[src/logic/pic_params.svh]
// constants of the prioritized interrupt controller
`ifndef PIC_PARAMS_SVH
`define PIC_PARAMS_SVH
`define PIC_NUM_CH 32
`define PIC_NUM_SCR 8
`define PIC_ADDR_W 9
`define PIC_IMPL_MASK 32'h6fc8_fcfa
`define PIC_SCR_RESET 32'h4747_4747
`define PIC_LEVEL_IDLE 4'h8
`define PIC_STACK_DEPTH 8
`define PIC_CH_WATCHDOG 1
`define PIC_CH_PIN_GROUP0 3
`define PIC_CH_AUDIO 7
`define PIC_CH_SERIAL_MS 27
`define PIC_CH_WAKEUP 29
`define PIC_CH_FLASH_SERIAL 30
`define PIC_OFS_SCR_FIRST 9'h000
`define PIC_OFS_SCR_LAST 9'h01c
`define PIC_OFS_RAW_STATUS 9'h100
`define PIC_OFS_ACTIVE_STATUS 9'h104
`define PIC_OFS_STATUS 9'h108
`define PIC_OFS_PRIORITY_ENCODING 9'h10c
`define PIC_OFS_SOURCE_NUMBER 9'h110
`define PIC_OFS_MASK_STATUS 9'h114
`define PIC_OFS_MASK_ENABLE 9'h118
`define PIC_OFS_MASK_DISABLE 9'h11c
`define PIC_OFS_SOURCE_SET 9'h120
`define PIC_OFS_SOURCE_CLEAR 9'h124
`define PIC_OFS_END_OF_SERVICE 9'h128
`endif

[src/logic/pic_pkg.sv]
// types of the prioritized interrupt controller
package pic_pkg;
    typedef enum logic [1:0] {
        PIC_SENS_HIGH = 2'h0,
        PIC_SENS_LOW = 2'h1,
        PIC_SENS_FALL = 2'h2,
        PIC_SENS_RISE = 2'h3
    } pic_sens_e;

    typedef struct packed {
        pic_sens_e sens;
        logic [2:0] rsv;
        logic [2:0] prio;
    } pic_chan_s;

    typedef struct packed {
        logic read;
        logic write;
        logic [8:0] address;
        logic [31:0] writedata;
    } pic_avs_req_s;
endpackage : pic_pkg

[src/logic/pic_top.sv]
// prioritized interrupt controller with avalon-mm register slave
//
// Register access over Avalon-MM and the register addresses are this design's own decisions.
`timescale 1ns/10ps
`include "pic_params.svh"

module pic_top #(
    parameter int NUM_CH = `PIC_NUM_CH,
    parameter int STACK_DEPTH = `PIC_STACK_DEPTH,
    parameter logic [31:0] IMPL_MASK = `PIC_IMPL_MASK
) (
    input wire logic ref_clk,
    input wire logic arst_n,
    input wire pic_pkg::pic_avs_req_s avsReq,
    output logic [31:0] avs_readdata,
    output logic avs_waitrequest,
    input wire logic watchdog_request,
    input wire logic [3:0] pin_group0_request,
    input wire logic audio_unit_request,
    input wire logic serial_periph_ms_request,
    input wire logic wakeup_request,
    input wire logic flash_serial_master_request,
    input wire logic [31:0] otherRequest,
    output logic normal_irq_request_n,
    output logic fast_irq_request_n
);
    import pic_pkg::*;

    ////////////////////////////////////////////////////////////////////////////
    // source assembly

    logic [31:0] srcVec;
    always_comb
    begin
        srcVec = otherRequest;
        srcVec[`PIC_CH_WATCHDOG] = watchdog_request;
        srcVec[`PIC_CH_PIN_GROUP0 +: 4] = pin_group0_request;
        srcVec[`PIC_CH_AUDIO] = audio_unit_request;
        srcVec[`PIC_CH_SERIAL_MS] = serial_periph_ms_request;
        srcVec[`PIC_CH_WAKEUP] = wakeup_request;
        srcVec[`PIC_CH_FLASH_SERIAL] = flash_serial_master_request;
    end

    ////////////////////////////////////////////////////////////////////////////
    // bus handshake: every access takes one wait cycle

    logic ackQ;
    logic busReq;
    logic take;
    assign busReq = avsReq.read | avsReq.write;
    assign take = busReq & ~ackQ;
    assign avs_waitrequest = busReq & ~ackQ;

    always_ff @(posedge ref_clk or negedge arst_n)
    begin
        if (!arst_n)
            ackQ <= 1'b0;
        else
            ackQ <= take;
    end

    logic wrTake;
    logic rdTake;
    assign wrTake = take & avsReq.write;
    assign rdTake = take & avsReq.read;

    logic isScr;
    assign isScr = avsReq.address <= `PIC_OFS_SCR_LAST && avsReq.address[1:0] == 2'h0;
    logic [2:0] scrIdx;
    assign scrIdx = avsReq.address[4:2];

    logic rdEncoding;
    logic wrEos;
    assign rdEncoding = rdTake && avsReq.address == `PIC_OFS_PRIORITY_ENCODING;
    assign wrEos = wrTake && avsReq.address == `PIC_OFS_END_OF_SERVICE;

    ////////////////////////////////////////////////////////////////////////////
    // source control registers

    logic [31:0] scrQ [`PIC_NUM_SCR];
    always_ff @(posedge ref_clk or negedge arst_n)
    begin
        if (!arst_n)
        begin
            for (int i = 0; i < `PIC_NUM_SCR; i++)
                scrQ[i] <= `PIC_SCR_RESET;
        end
        else if (wrTake && isScr)
            scrQ[scrIdx] <= avsReq.writedata;
    end

    logic [31:0] enQ;
    always_ff @(posedge ref_clk or negedge arst_n)
    begin
        if (!arst_n)
            enQ <= 32'h0;
        else if (wrTake && avsReq.address == `PIC_OFS_MASK_ENABLE)
            enQ <= enQ | avsReq.writedata;
        else if (wrTake && avsReq.address == `PIC_OFS_MASK_DISABLE)
            enQ <= enQ & ~avsReq.writedata;
    end

    ////////////////////////////////////////////////////////////////////////////
    // per-channel detection

    logic [31:0] prevQ;
    logic [31:0] edgeQ;
    logic [31:0] edgeHit;
    logic [31:0] pending;
    logic [31:0] act;
    logic [31:0] isEdge;
    logic [31:0] ackClr;
    logic [2:0] prio [NUM_CH];

    always_ff @(posedge ref_clk or negedge arst_n)
    begin
        if (!arst_n)
            prevQ <= 32'h0;
        else
            prevQ <= srcVec;
    end

    genvar g;
    generate
        for (g = 0; g < NUM_CH; g++)
        begin : gCh
            pic_chan_s ctl;
            assign ctl = scrQ[g / 4][8 * (g % 4) +: 8];
            assign prio[g] = ctl.prio;
            assign isEdge[g] = ctl.sens[1];
            assign edgeHit[g] = (ctl.sens == PIC_SENS_RISE && srcVec[g] && !prevQ[g])
                || (ctl.sens == PIC_SENS_FALL && !srcVec[g] && prevQ[g]);

            always_ff @(posedge ref_clk or negedge arst_n)
            begin
                if (!arst_n)
                    edgeQ[g] <= 1'b0;
                // set wins over any clear in the same cycle
                else if (edgeHit[g]
                    || (wrTake && avsReq.address == `PIC_OFS_SOURCE_SET && avsReq.writedata[g] && isEdge[g]))
                    edgeQ[g] <= 1'b1;
                else if (ackClr[g]
                    || (wrTake && avsReq.address == `PIC_OFS_SOURCE_CLEAR && avsReq.writedata[g]))
                    edgeQ[g] <= 1'b0;
            end

            always_comb
            begin
                unique case (ctl.sens)
                    PIC_SENS_HIGH: pending[g] = srcVec[g];
                    PIC_SENS_LOW: pending[g] = !srcVec[g];
                    PIC_SENS_FALL,
                    PIC_SENS_RISE: pending[g] = edgeQ[g];
                endcase
            end
            assign act[g] = pending[g] & enQ[g] & IMPL_MASK[g];
        end
    endgenerate

    ////////////////////////////////////////////////////////////////////////////
    // priority resolution

    logic candValid;
    logic [4:0] candCh;
    logic [2:0] candPrio;
    logic fiqAny;
    always_comb
    begin
        candValid = 1'b0;
        candCh = 5'h0;
        candPrio = 3'h7;
        fiqAny = 1'b0;
        // descending scan with <= lets the lower channel win ties
        for (int i = NUM_CH - 1; i >= 0; i--)
        begin
            if (act[i] && (!candValid || prio[i] <= candPrio))
            begin
                candValid = 1'b1;
                candCh = 5'(i);
                candPrio = prio[i];
            end
            if (act[i] && prio[i] == 3'h0)
                fiqAny = 1'b1;
        end
    end

    ////////////////////////////////////////////////////////////////////////////
    // current level and nesting stack

    logic [3:0] curLevelQ;
    logic [3:0] stackQ [STACK_DEPTH];
    logic [3:0] spQ;
    logic higher;
    logic grant;
    // only strictly higher than the level in service
    assign higher = candValid && {1'b0, candPrio} < curLevelQ;
    assign grant = rdEncoding && higher;

    always_comb
    begin
        ackClr = 32'h0;
        // the granted edge winner is acknowledged
        if (grant && isEdge[candCh])
            ackClr[candCh] = 1'b1;
    end

    always_ff @(posedge ref_clk or negedge arst_n)
    begin
        if (!arst_n)
        begin
            curLevelQ <= `PIC_LEVEL_IDLE;
            spQ <= 4'h0;
            for (int i = 0; i < STACK_DEPTH; i++)
                stackQ[i] <= `PIC_LEVEL_IDLE;
        end
        else if (grant)
        begin
            // stack overflow drops the push; nesting deeper than levels is impossible
            if (spQ < 4'(STACK_DEPTH))
            begin
                stackQ[spQ[2:0]] <= curLevelQ;
                spQ <= spQ + 4'h1;
            end
            curLevelQ <= {1'b0, candPrio};
        end
        else if (wrEos && spQ != 4'h0)
        begin
            curLevelQ <= stackQ[3'(spQ - 4'h1)];
            spQ <= spQ - 4'h1;
        end
    end

    logic [4:0] srcNumQ;
    always_ff @(posedge ref_clk or negedge arst_n)
    begin
        if (!arst_n)
            srcNumQ <= 5'h0;
        else if (grant)
            srcNumQ <= candCh;
    end

    ////////////////////////////////////////////////////////////////////////////
    // request lines, active low, from flops

    always_ff @(posedge ref_clk or negedge arst_n)
    begin
        if (!arst_n)
        begin
            normal_irq_request_n <= 1'b1;
            fast_irq_request_n <= 1'b1;
        end
        else
        begin
            // normal line for levels above zero, higher than current
            normal_irq_request_n <= !(higher && candPrio != 3'h0 && !grant);
            // fast line ignores the normal service level
            fast_irq_request_n <= !fiqAny;
        end
    end

    ////////////////////////////////////////////////////////////////////////////
    // read data

    logic [31:0] rdVal;
    always_comb
    begin
        rdVal = 32'h0;
        if (isScr)
            rdVal = scrQ[scrIdx];
        else
        begin
            unique case (avsReq.address)
                `PIC_OFS_RAW_STATUS: rdVal = srcVec & IMPL_MASK;
                `PIC_OFS_ACTIVE_STATUS: rdVal = pending & IMPL_MASK;
                `PIC_OFS_STATUS: rdVal = act;
                `PIC_OFS_PRIORITY_ENCODING: rdVal = higher ? {25'h0, candCh, 2'h0} : 32'h0;
                `PIC_OFS_SOURCE_NUMBER: rdVal = {27'h0, srcNumQ};
                `PIC_OFS_MASK_STATUS: rdVal = enQ;
                default: rdVal = 32'h0;
            endcase
        end
    end

    always_ff @(posedge ref_clk or negedge arst_n)
    begin
        if (!arst_n)
            avs_readdata <= 32'h0;
        else if (rdTake)
            avs_readdata <= rdVal;
    end
endmodule : pic_top

[config.mk]
export PLATFORM = sky130hd
export DESIGN_NAME = pic_top
export DESIGN_NICKNAME = d
export VERILOG_FILES = /design/src/logic/pic_pkg.sv /design/src/logic/pic_top.sv
export VERILOG_INCLUDE_DIRS = /design/src /design/src/logic
export SDC_FILE = /design/constraint.sdc
export NUM_CORES = 1
export LEC_CHECK = 0
export BUFFER_PORTS_ARGS = -buffer_cell sky130_fd_sc_hd__buf_2
export CAP_MARGIN = 10
export CELL_PAD_IN_SITES_DETAIL_PLACEMENT = 0
export CELL_PAD_IN_SITES_GLOBAL_PLACEMENT = 1
export CORE_AREA = 2 2 312 314
export CTS_BUF_LIST = sky130_fd_sc_hd__clkbuf_16
export DETAILED_ROUTE_END_ITERATION = 10
export DIE_AREA = 0 0 314 316
export HOLD_SLACK_MARGIN = 0.15
export PLACE_DENSITY = 0.44
export SKIP_LAST_GASP = 1
export SYNTH_ARGS = -nofsm -noshare
export SYNTH_HDL_FRONTEND = slang
export SYNTH_SLANG_ARGS = --single-unit
[constraint.sdc]
create_clock -name ref_clk -period 62.2 [get_ports ref_clk]
set_clock_uncertainty 0.15 [all_clocks]
set_input_delay 12.44 -clock ref_clk [delete_from_list [all_inputs] [get_ports ref_clk]]
set_output_delay 12.44 -clock ref_clk [all_outputs]
set_load 0.005 [all_outputs]
==> impl_metrics.toml, run 1 <==
[floorplanning]
floorplan.die.width_um = 314
initial_core_util = 0.248
placement_rows = 114
height_of_the_die_um = 316
io_pins = 121
fp.dieArea_um2 = 99200
fp.coreArea_um2 = 96000

[placement]
port_buffers = 100
gp_congestion = 0.819
dp_hpwl_mm = 62.1

[global_route]
number_of_antenna_violations_at_the_first_check_in_global_routing = 5
grt-ovfl-total = 0
vias_in_the_first_global_route = 18900
grt_start_max_net_pins = 149
grt_first_pass_wirelength_mm = 136
globalRouteTotalUtil = 0.187

[layout]
final_nets = 2347
final_common_cell = "sky130_fd_sc_hd__mux2_2"
area_delta_synth_final_pct = 14.9
ratio_of_cells_with_drive_above_1_in_the_final_layout = 0.343
layout.filler_cells = 9898
mostFrequentLayoutCells = "283 x sky130_fd_sc_hd__mux2_2, 271 x sky130_fd_sc_hd__dfrtp_1, 163 x sky130_fd_sc_hd__nand2_1"
layout.core_utilization = 0.284

[timing]
final_hold_viol_count = 0
timing.final.crit_period_ns = 48.89
layout_worst_path_cycle_share = 0.786
worst_slew_margin_rel = 0.294
worst_slew_pin_slew_ns = 1.06
setup_viol_count_final = 0
maxClockFrequency_mhz = 20.5
unrepaired_setup_endpoints_after_global_routing = "false"
final_max_slew_viol_count = 0
fin_hold_ws_ns = 0.322
setup_tns_ns = 0

[critical_path]
critical_path.max_fanout = 30
cp_data_arrival_time_ns = 49.25
cpMaxStageDelayCell = "sky130_fd_sc_hd__or4_1"
worstSetupEndpointType = "register"
worst-setup-path-type = "input port to register"
cell_family_contributing_the_most_delay_on_the_critical_path = "compound AO/OA/AOI/OAI gates"
path_common_cell = "sky130_fd_sc_hd__o21ai_0"
timing.critical_path.slowest_cell_delay_ns = 0.83
crit_buf_inv = 9
startpoint_type = "input port"
worst-endpoint-required_ns = 62.55

[synthesis]
distinct_cells_synth = 92
ys_warn_count = 0
synth_ff_type = "sky130_fd_sc_hd__dfrtp_1"
synth_async_sr_flop_share = 1.00
synth_fp_nets = 2302
post_synth_inst_count = 2152
postSynthRegisterBits = 410
avg_synthesized_cell_area_um2 = 11.0
synth_sequential_area_ratio = 0.439
syn-cell-area_um2 = 23800
synth_edf_count = 0

[cts]
clock_latency_ns = 0.65
cts_tree = "done"
max-clock-path-buffers = 3
cts_resized = 0
number_of_buffers_created_by_cts = 53
cts-htree-levels = 2
clk_pin_slew_ns = 0.06
post-cts-setup-buffer-count = 0
root_buffer = "sky130_fd_sc_hd__clkbuf_16"
cts_hold_buffers = 0
tritoncts_num_sinks = 410

[routing]
wl_per_cell_um = 26.6
totalWireLength_mm = 93.4
detailedRoute.firstPassIterationCount = 6
avgViaCountPerCell = 5.22
total_number_of_vias = 18400
drc = 0
drt-initial-drc-count = 1297
detail-route-antenna-nets = 0

[run_status]
outcome = "complete, no violations"

[power]
total_leakage_power_nw = 11.8
power.ir.vdd_worst_uv = 20.2
power.density_nw_per_um2 = 24.1

[run]
max_cap_viol_count = 0

[min_path]
hp-class = "register to register"
tightest hold or removal path: stages (launching register included):
cell	delay, ns
sky130_fd_sc_hd__dfrtp_1	0.34
sky130_fd_sc_hd__nand2_1	0.04
sky130_fd_sc_hd__o21ai_0	0.06
where the power goes:
| group | total [mW] | switching, mW | internal [mW] | leakage (nW) |
|---|---|---|---|---|
| clock network | 0.299 | 0.129 | 0.170 | 0.841 |
| registers | 0.285 | 0.00819 | 0.277 | 5.07 |
| logic | 0.0730 | 0.0465 | 0.0265 | 5.89 |
Yosys cell counts (10+ instances only):
cell type,instances,area share
sky130_fd_sc_hd__mux4_2,72,0.068
sky130_fd_sc_hd__nand2b_1,36,0.0095
sky130_fd_sc_hd__dfrtp_1,271,0.29
sky130_fd_sc_hd__a21oi_1,88,0.019
sky130_fd_sc_hd__a22o_1,32,0.012
sky130_fd_sc_hd__nand3_1,30,0.0063
sky130_fd_sc_hd__mux2i_1,59,0.025
sky130_fd_sc_hd__clkbuf_2,10,0.0021
sky130_fd_sc_hd__buf_2,10,0.0021
sky130_fd_sc_hd__a221o_1,18,0.0076
sky130_fd_sc_hd__nor2_1,163,0.026
sky130_fd_sc_hd__nor4_1,35,0.0092
sky130_fd_sc_hd__dfstp_2,139,0.15
sky130_fd_sc_hd__a31oi_1,26,0.0068
sky130_fd_sc_hd__o211ai_1,21,0.0066
sky130_fd_sc_hd__nand2_1,167,0.026
sky130_fd_sc_hd__mux2_2,283,0.13
sky130_fd_sc_hd__clkbuf_1,92,0.015
sky130_fd_sc_hd__a32oi_1,17,0.0063
sky130_fd_sc_hd__xor2_1,20,0.0074
sky130_fd_sc_hd__o22ai_1,13,0.0034
sky130_fd_sc_hd__nor3_1,28,0.0059
sky130_fd_sc_hd__ha_1,64,0.034
sky130_fd_sc_hd__buf_1,24,0.0038
sky130_fd_sc_hd__nand4_1,11,0.0029
sky130_fd_sc_hd__nor2b_1,38,0.010
sky130_fd_sc_hd__inv_1,64,0.010
sky130_fd_sc_hd__o21ai_0,119,0.025
per-stage QoR:
step	total power [mW]	cell area (um2)	setup WS (ns)	cells
2_1_floorplan	0.329	23800	21.01	2152
6_report	0.657	27300	13.31	3515
3_3_place_gp	0.362	25600	12.99	3418
5_1_grt	0.685	27300	10.30	3513
4_1_cts	0.668	27300	13.36	3513
3_5_place_dp	0.363	25600	12.82	3418
flip-flops by register name, summed over array words and instances (netlist names), named ones only:
name / cells
normal_irq_request_n: 1
fast_irq_request_n: 1
spQ: 4
avs_readdata: 32
gCh.ctl: 256
curLevelQ: 4
edgeQ: 21
stackQ: 32
srcNumQ: 5
ackQ: 1
prevQ: 21
area by class of cell:
type,count,area (um2),share of cell area
clock buffer,53,1330,0.0486
sequential,410,10400,0.382
tap,1276,1600,0.0585
clock inverter,42,318,0.0116
antenna,2,5.00,0.000183
inverter,64,240,0.00880
multi-input combinational,1537,12600,0.462
timing repair buffer,131,761,0.0279
path summary, 6_finish.rpt:
check | startpoint | end | slack [ns] | cells past startpoint
worst max-delay path | flash_serial_master_request | stackQ[28] | 13.31 | 164
worst min-delay path | avs_readdata[9] | avs_readdata[9] | 0.32 | 2
worst max register to register | gCh[30].ctl[6] | stackQ[28] | 24.76 | 163
worst min register to register | avs_readdata[9] | avs_readdata[9] | 0.32 | 2
max in group asynchronous | arst_n | avs_readdata[18] | 48.80 | 2
min in group asynchronous | arst_n | stackQ[22] | 11.65 | 1
kinds of logic after synthesis:
logic type      after synthesis  synth area share
compound gates              468             0.138
buf+inv                     205            0.0349
flops                       410             0.439
fa+ha+maj                    64            0.0337
xor+xnor                     24           0.00948
simple gates                563             0.115
mux                         418             0.230
metal layers:
layer | vias up | GRT usage | share of wire
li1 | 8106 | - | -
met1 | 9676 | 0.264 | 0.48
met2 | 438 | 0.302 | 0.46
met3 | 139 | 0.0260 | 0.042
met4 | 6 | 0.0467 | 0.023
met5 | - | 0 | 0.00042
Note: power is estimated with default switching activity, not from simulation.
==> inputs of run 2 (changes only) <==
- PLACE_DENSITY: 0.44 -> 0.45
- clock period: 62.2 -> 42.3 ns (I/O delays scaled with it)
==> run 2 against run 1 <==
Compared with the run above:
- hold slack improved by 0.0088 ns
- final cell count is 1.1% higher
- first-iteration DRC count decreased by 2.7%
- utilization grew 0.42 points
- design area is 1.5% higher
- via count increased by 0.12%
- die area stayed put
- clock-buffer cell count did not move
- critical path depth increased by 7
- routed wire length is 0.26% lower
- largest power group unchanged
==> impl_metrics.toml, run 2 (synthesized netlist as in run 1, its figures left out) <==
[run_status]
outcome = "complete, no violations"

[routing]
drc = 0
drt-initial-drc-count = 1262
totalWireLength_mm = 93.2
detail-route-antenna-nets = 0
detailedRoute.firstPassIterationCount = 5
wl_per_cell_um = 26.2
total_number_of_vias = 18400
avgViaCountPerCell = 5.18

[layout]
final_nets = 2384
flip_flop_count_of_the_largest_register_after_layout = 256
area_delta_synth_final_pct = 16.6
final_common_cell = "sky130_fd_sc_hd__mux2_2"
area.sequential_um2 = 10400
mostFrequentLayoutCells = "283 x sky130_fd_sc_hd__mux2_2, 271 x sky130_fd_sc_hd__dfrtp_1, 163 x sky130_fd_sc_hd__nand2_1"
layout.core_utilization = 0.289
multi_input_comb_area_um2 = 12700
ratio_of_cells_with_drive_above_1_in_the_final_layout = 0.362
layout.filler_cells = 9968

[placement]
pre_cts_ws_ns = -0.0868
dp_hpwl_mm = 62.7
port_buffers = 100
gp_congestion = 0.830

[floorplanning]
placement_rows = 114
io_pins = 121
initial_core_util = 0.248
fp.coreArea_um2 = 96000
height_of_the_die_um = 316
floorplan.die.width_um = 314
fp.dieArea_um2 = 99200

[critical_path]
worst-setup-path-type = "input port to register"
critical_path.max_fanout = 12
worstSetupEndpointType = "register"
startpoint_type = "input port"
cpMaxStageDelayCell = "sky130_fd_sc_hd__or3_1"
path_common_cell = "sky130_fd_sc_hd__o21ai_0"
worst-endpoint-required_ns = 42.64
cp_data_arrival_time_ns = 40.20
timing.critical_path.slowest_cell_delay_ns = 0.47

[global_route]
grt_first_pass_wirelength_mm = 136
grt-ovfl-total = 0
number_of_antenna_violations_at_the_first_check_in_global_routing = 7
vias_in_the_first_global_route = 18900
grt_start_max_net_pins = 144
globalRouteTotalUtil = 0.186

[timing]
setup_tns_ns = 0
maxClockFrequency_mhz = 25.1
setup_viol_count_final = 0
worst_slew_margin_rel = 0.299
final_hold_viol_count = 0
final_max_slew_viol_count = 0
layout_worst_path_cycle_share = 0.942
worst_slew_pin_slew_ns = 1.05
timing.final.crit_period_ns = 39.85
fin_ws_ns = 2.45

[cts]
cts_tree = "done"
number_of_buffers_created_by_cts = 51
cts-htree-levels = 2
clock_latency_ns = 0.62
root_buffer = "sky130_fd_sc_hd__clkbuf_16"
tritoncts_num_sinks = 410
clk_pin_slew_ns = 0.06
max-clock-path-buffers = 3

[run]
max_cap_viol_count = 0

[power]
power.ir.vdd_worst_uv = 27.7
total_leakage_power_nw = 12.0
power.density_nw_per_um2 = 34.6

[min_path]
hp-class = "register to register"
==> run 2: final timing paths <==
| kind | start | end | slack, ns | cells after the start |
|---|---|---|---|---|
| max reg2reg | gCh[30].ctl[6] | edgeQ[19] | 9.90 | 170 |
| min | avs_readdata[21] | avs_readdata[21] | 0.33 | 2 |
| max in group asynchronous | arst_n | avs_readdata[16] | 32.75 | 2 |
| min in group asynchronous | arst_n | gCh[21].ctl[3] | 7.69 | 1 |
| max | flash_serial_master_request | edgeQ[19] | 2.45 | 171 |
| min reg2reg | avs_readdata[21] | avs_readdata[21] | 0.33 | 2 |
==> run 2: critical path: cells and delay by family <==
family                     cells  cell delay (ns)
buffers and inverters         13             1.66
adders and majority gates     21             5.53
xor gates and xnor gates       1             0.21
AOI/OAI and AO/OA             80            14.54
and+or+nand+nor               50             7.61
muxes                          6             2.09
==> run 2: metrics by stage <==
| stage | hold WS [ns] | area [um2] | std cells | power (mW) |
|---|---|---|---|---|
| 6_report | 0.331 | 27700 | 3553 | 0.959 |
| 5_1_grt | 0.358 | 27700 | 3552 | 1.00 |
| 4_1_cts | 0.330 | 27500 | 3545 | 0.973 |
| 3_5_place_dp | 0.317 | 25900 | 3450 | 0.538 |
| 3_3_place_gp | 0.315 | 25900 | 3450 | 0.536 |
| 2_1_floorplan | 0.300 | 23800 | 2152 | 0.483 |
==> run 2: report_power, final <==
| group | internal (mW) | switching [mW] | leakage (nW) |
|---|---|---|---|
| registers | 0.408 | 0.0119 | 5.07 |
| logic | 0.0427 | 0.0695 | 6.11 |
| clock network | 0.244 | 0.184 | 0.851 |
| total | 0.694 | 0.266 | 12.0 |
==> run 2: layout make-up <==
type	count	share of cell area
sequential	410	0.377
clock buffer	53	0.0479
antenna	1	0.0000904
inverter	64	0.00867
clock inverter	42	0.00976
multi-input combinational	1537	0.460
tap	1276	0.0576
timing repair buffer	170	0.0389
==> run 2: repair_timing <==
action / 4_1_cts / 5_1_grt
setup buffers: 0 / 7
resized for setup: 0 / 27
endpoints found under the setup margin: 0 / 72
hold buffers: 0 / 0
==> run 2: layer usage <==
layer,vias to the layer above,wire (um),global-route usage
met1,9669,43900,0.260
met5,-,48,0
met2,433,44000,0.310
li1,8172,-,-
met4,8,1570,0.0361
met3,105,3600,0.0225
==> inputs of run 3 (changes only) <==
- REMOVE_ABC_BUFFERS: default -> 1
- SKIP_CTS_REPAIR_TIMING: default -> 1
==> run 3 against run 2 <==
Compared with the run above:
- utilization grew 0.19 points
- setup slack improved by 0.22 ns
- clock-buffer cell count unchanged
- first-iteration DRC count down 14%
- sequential power hardly changed
- maximum frequency grew 0.55%
- non-clock buffer count increased by 22
- via count fell by 0.92%
- critical path depth shrank 5
- power rose by 0.31%
- final cell count increased by 0.79%
- critical path type unchanged
- critical endpoint is now edgeQ[10]
- highest routed layer unchanged
==> impl_metrics.toml, run 3 (synthesized netlist as in run 1, its figures left out) <==
[critical_path]
cpMaxStageDelayCell = "sky130_fd_sc_hd__and2_1"
path_common_cell = "sky130_fd_sc_hd__o21ai_0"
worst-setup-path-type = "input port to register"
startpoint_type = "input port"
timing.reg2reg.worst_path_depth = 165
worstSetupEndpointType = "register"
worstSetupPathDepth = 166
cell_family_contributing_the_most_delay_on_the_critical_path = "compound AO/OA/AOI/OAI gates"
critical_path.max_fanout = 12
crit_buf_inv = 14
cp_data_arrival_time_ns = 39.95
worst-endpoint-required_ns = 42.62
timing.critical_path.slowest_cell_delay_ns = 0.59

[routing]
totalWireLength_mm = 90.7
drc = 0
drt-initial-drc-count = 1087
detail-route-antenna-nets = 0
detailedRoute.firstPassIterationCount = 5
total_number_of_vias = 18200
avgViaCountPerCell = 5.09
wl_per_cell_um = 25.3

[timing]
final_hold_viol_count = 0
maxClockFrequency_mhz = 25.2
layout_worst_path_cycle_share = 0.937
worst_slew_pin_slew_ns = 1.13
final_max_slew_viol_count = 0
worst_slew_margin_rel = 0.245
setup_viol_count_final = 0
timing.final.crit_period_ns = 39.64

[power]
cellInternalPower_uw = 697
combPwrFrac = 0.116
switching_power_uw = 265
p_seq_frac = 0.435
finalPower_uw = 962
switching_share = 0.276
total_leakage_power_nw = 12.1
power.density_nw_per_um2 = 34.5
clock_power_share = 0.449
power.ir.vdd_worst_uv = 24.5

[cts]
cts-htree-levels = 2
clock_latency_ns = 0.62
root_buffer = "sky130_fd_sc_hd__clkbuf_16"
max-clock-path-buffers = 3
cts_tree = "done"
clk_pin_slew_ns = 0.06
tritoncts_num_sinks = 410
number_of_buffers_created_by_cts = 53

[global_route]
grt_first_pass_wirelength_mm = 134
grt-ovfl-total = 0
number_of_antenna_violations_at_the_first_check_in_global_routing = 8
globalRouteTotalUtil = 0.183
vias_in_the_first_global_route = 19000
grt_start_max_net_pins = 113

[placement]
dp_hpwl_mm = 63.1
port_buffers = 100
gp_congestion = 0.837

[layout]
layout.core_utilization = 0.290
mostFrequentLayoutCells = "283 x sky130_fd_sc_hd__mux2_2, 271 x sky130_fd_sc_hd__dfrtp_1, 164 x sky130_fd_sc_hd__nand2_1"
flip_flop_count_of_the_largest_register_after_layout = 256
ratio_of_cells_with_drive_above_1_in_the_final_layout = 0.367
area_delta_synth_final_pct = 17.3
final_common_cell = "sky130_fd_sc_hd__mux2_2"
final_nets = 2408
layout.filler_cells = 9990

[floorplanning]
fp.coreArea_um2 = 96000
placement_rows = 114
initial_core_util = 0.248
fp.dieArea_um2 = 99200
height_of_the_die_um = 316
floorplan.die.width_um = 314
io_pins = 121

[min_path]
hp-class = "register to register"
whs_path_depth = 2

[run_status]
outcome = "complete, no violations"

[run]
max_cap_viol_count = 0
run 3: cell types whose count changed in the layout (fill, tap and decap cells not counted), sizes merged:
cell      previous run  this run
clkinvlp             0         1
clkinv              22        29
inv                 81        77
buf                170       192
diode                1         3
run 3: metrics by stage:
step	hold slack, ns	instances	setup TNS [ns]	cell area [um2]	worst slack (ns)
after floorplan	0.300	2011	0	23200	4.60
after global placement	0.313	3468	-1.44	26000	-0.277
after CTS	0.333	3568	0	27700	0.202
after global routing	0.344	3580	-1.30	27900	-0.0770
after detailed placement	0.320	3469	-1.99	26000	-0.307
final	0.323	3581	0	27900	2.66
run 3: cell type report:
type                    count  area (um2)  share of cell area
diodes                      3        7.51            0.000269
clock buffers              53        1330              0.0476
clock inverters            46         309              0.0111
inverters                  64         240             0.00862
multi-input cells        1537       12700               0.456
flip-flops and latches    410       10400               0.374
well taps                1276        1600              0.0573
repair buffers            192        1260              0.0453
run 3: power groups by stage:
stage	logic (mW)	registers, mW	clock network (mW)
final	0.112	0.419	0.432
after global routing	0.123	0.421	0.462
after CTS	0.112	0.419	0.446
after detailed placement	0.112	0.426	0
after global placement	0.110	0.425	0
after floorplan	0.0543	0.421	0
run 3: final timing paths:
| path | from | endpoint | slack (ns) |
|---|---|---|---|
| setup / recovery | flash_serial_master_request | edgeQ[10] | 2.66 |
| hold / removal | avs_readdata[18] | avs_readdata[18] | 0.32 |
| setup reg to reg | gCh[30].ctl[6] | edgeQ[10] | 10.12 |
| hold reg to reg | avs_readdata[18] | avs_readdata[18] | 0.32 |
| max in group asynchronous | arst_n | avs_readdata[10] | 31.47 |
| min in group asynchronous | arst_n | stackQ[6] | 7.79 |
run 3: per-layer routing:
metal,up-vias,track usage,share of wire
li1,8219,-,-
met1,9536,0.243,0.45
met2,346,0.319,0.50
met3,108,0.0215,0.031
met4,8,0.0398,0.019
met5,-,0,0.00051
run 3: tightest hold or removal path, stage by stage (launching register included):
cell,delay (ns)
sky130_fd_sc_hd__dfrtp_1,0.34
sky130_fd_sc_hd__nand2_1,0.04
sky130_fd_sc_hd__o21ai_0,0.06
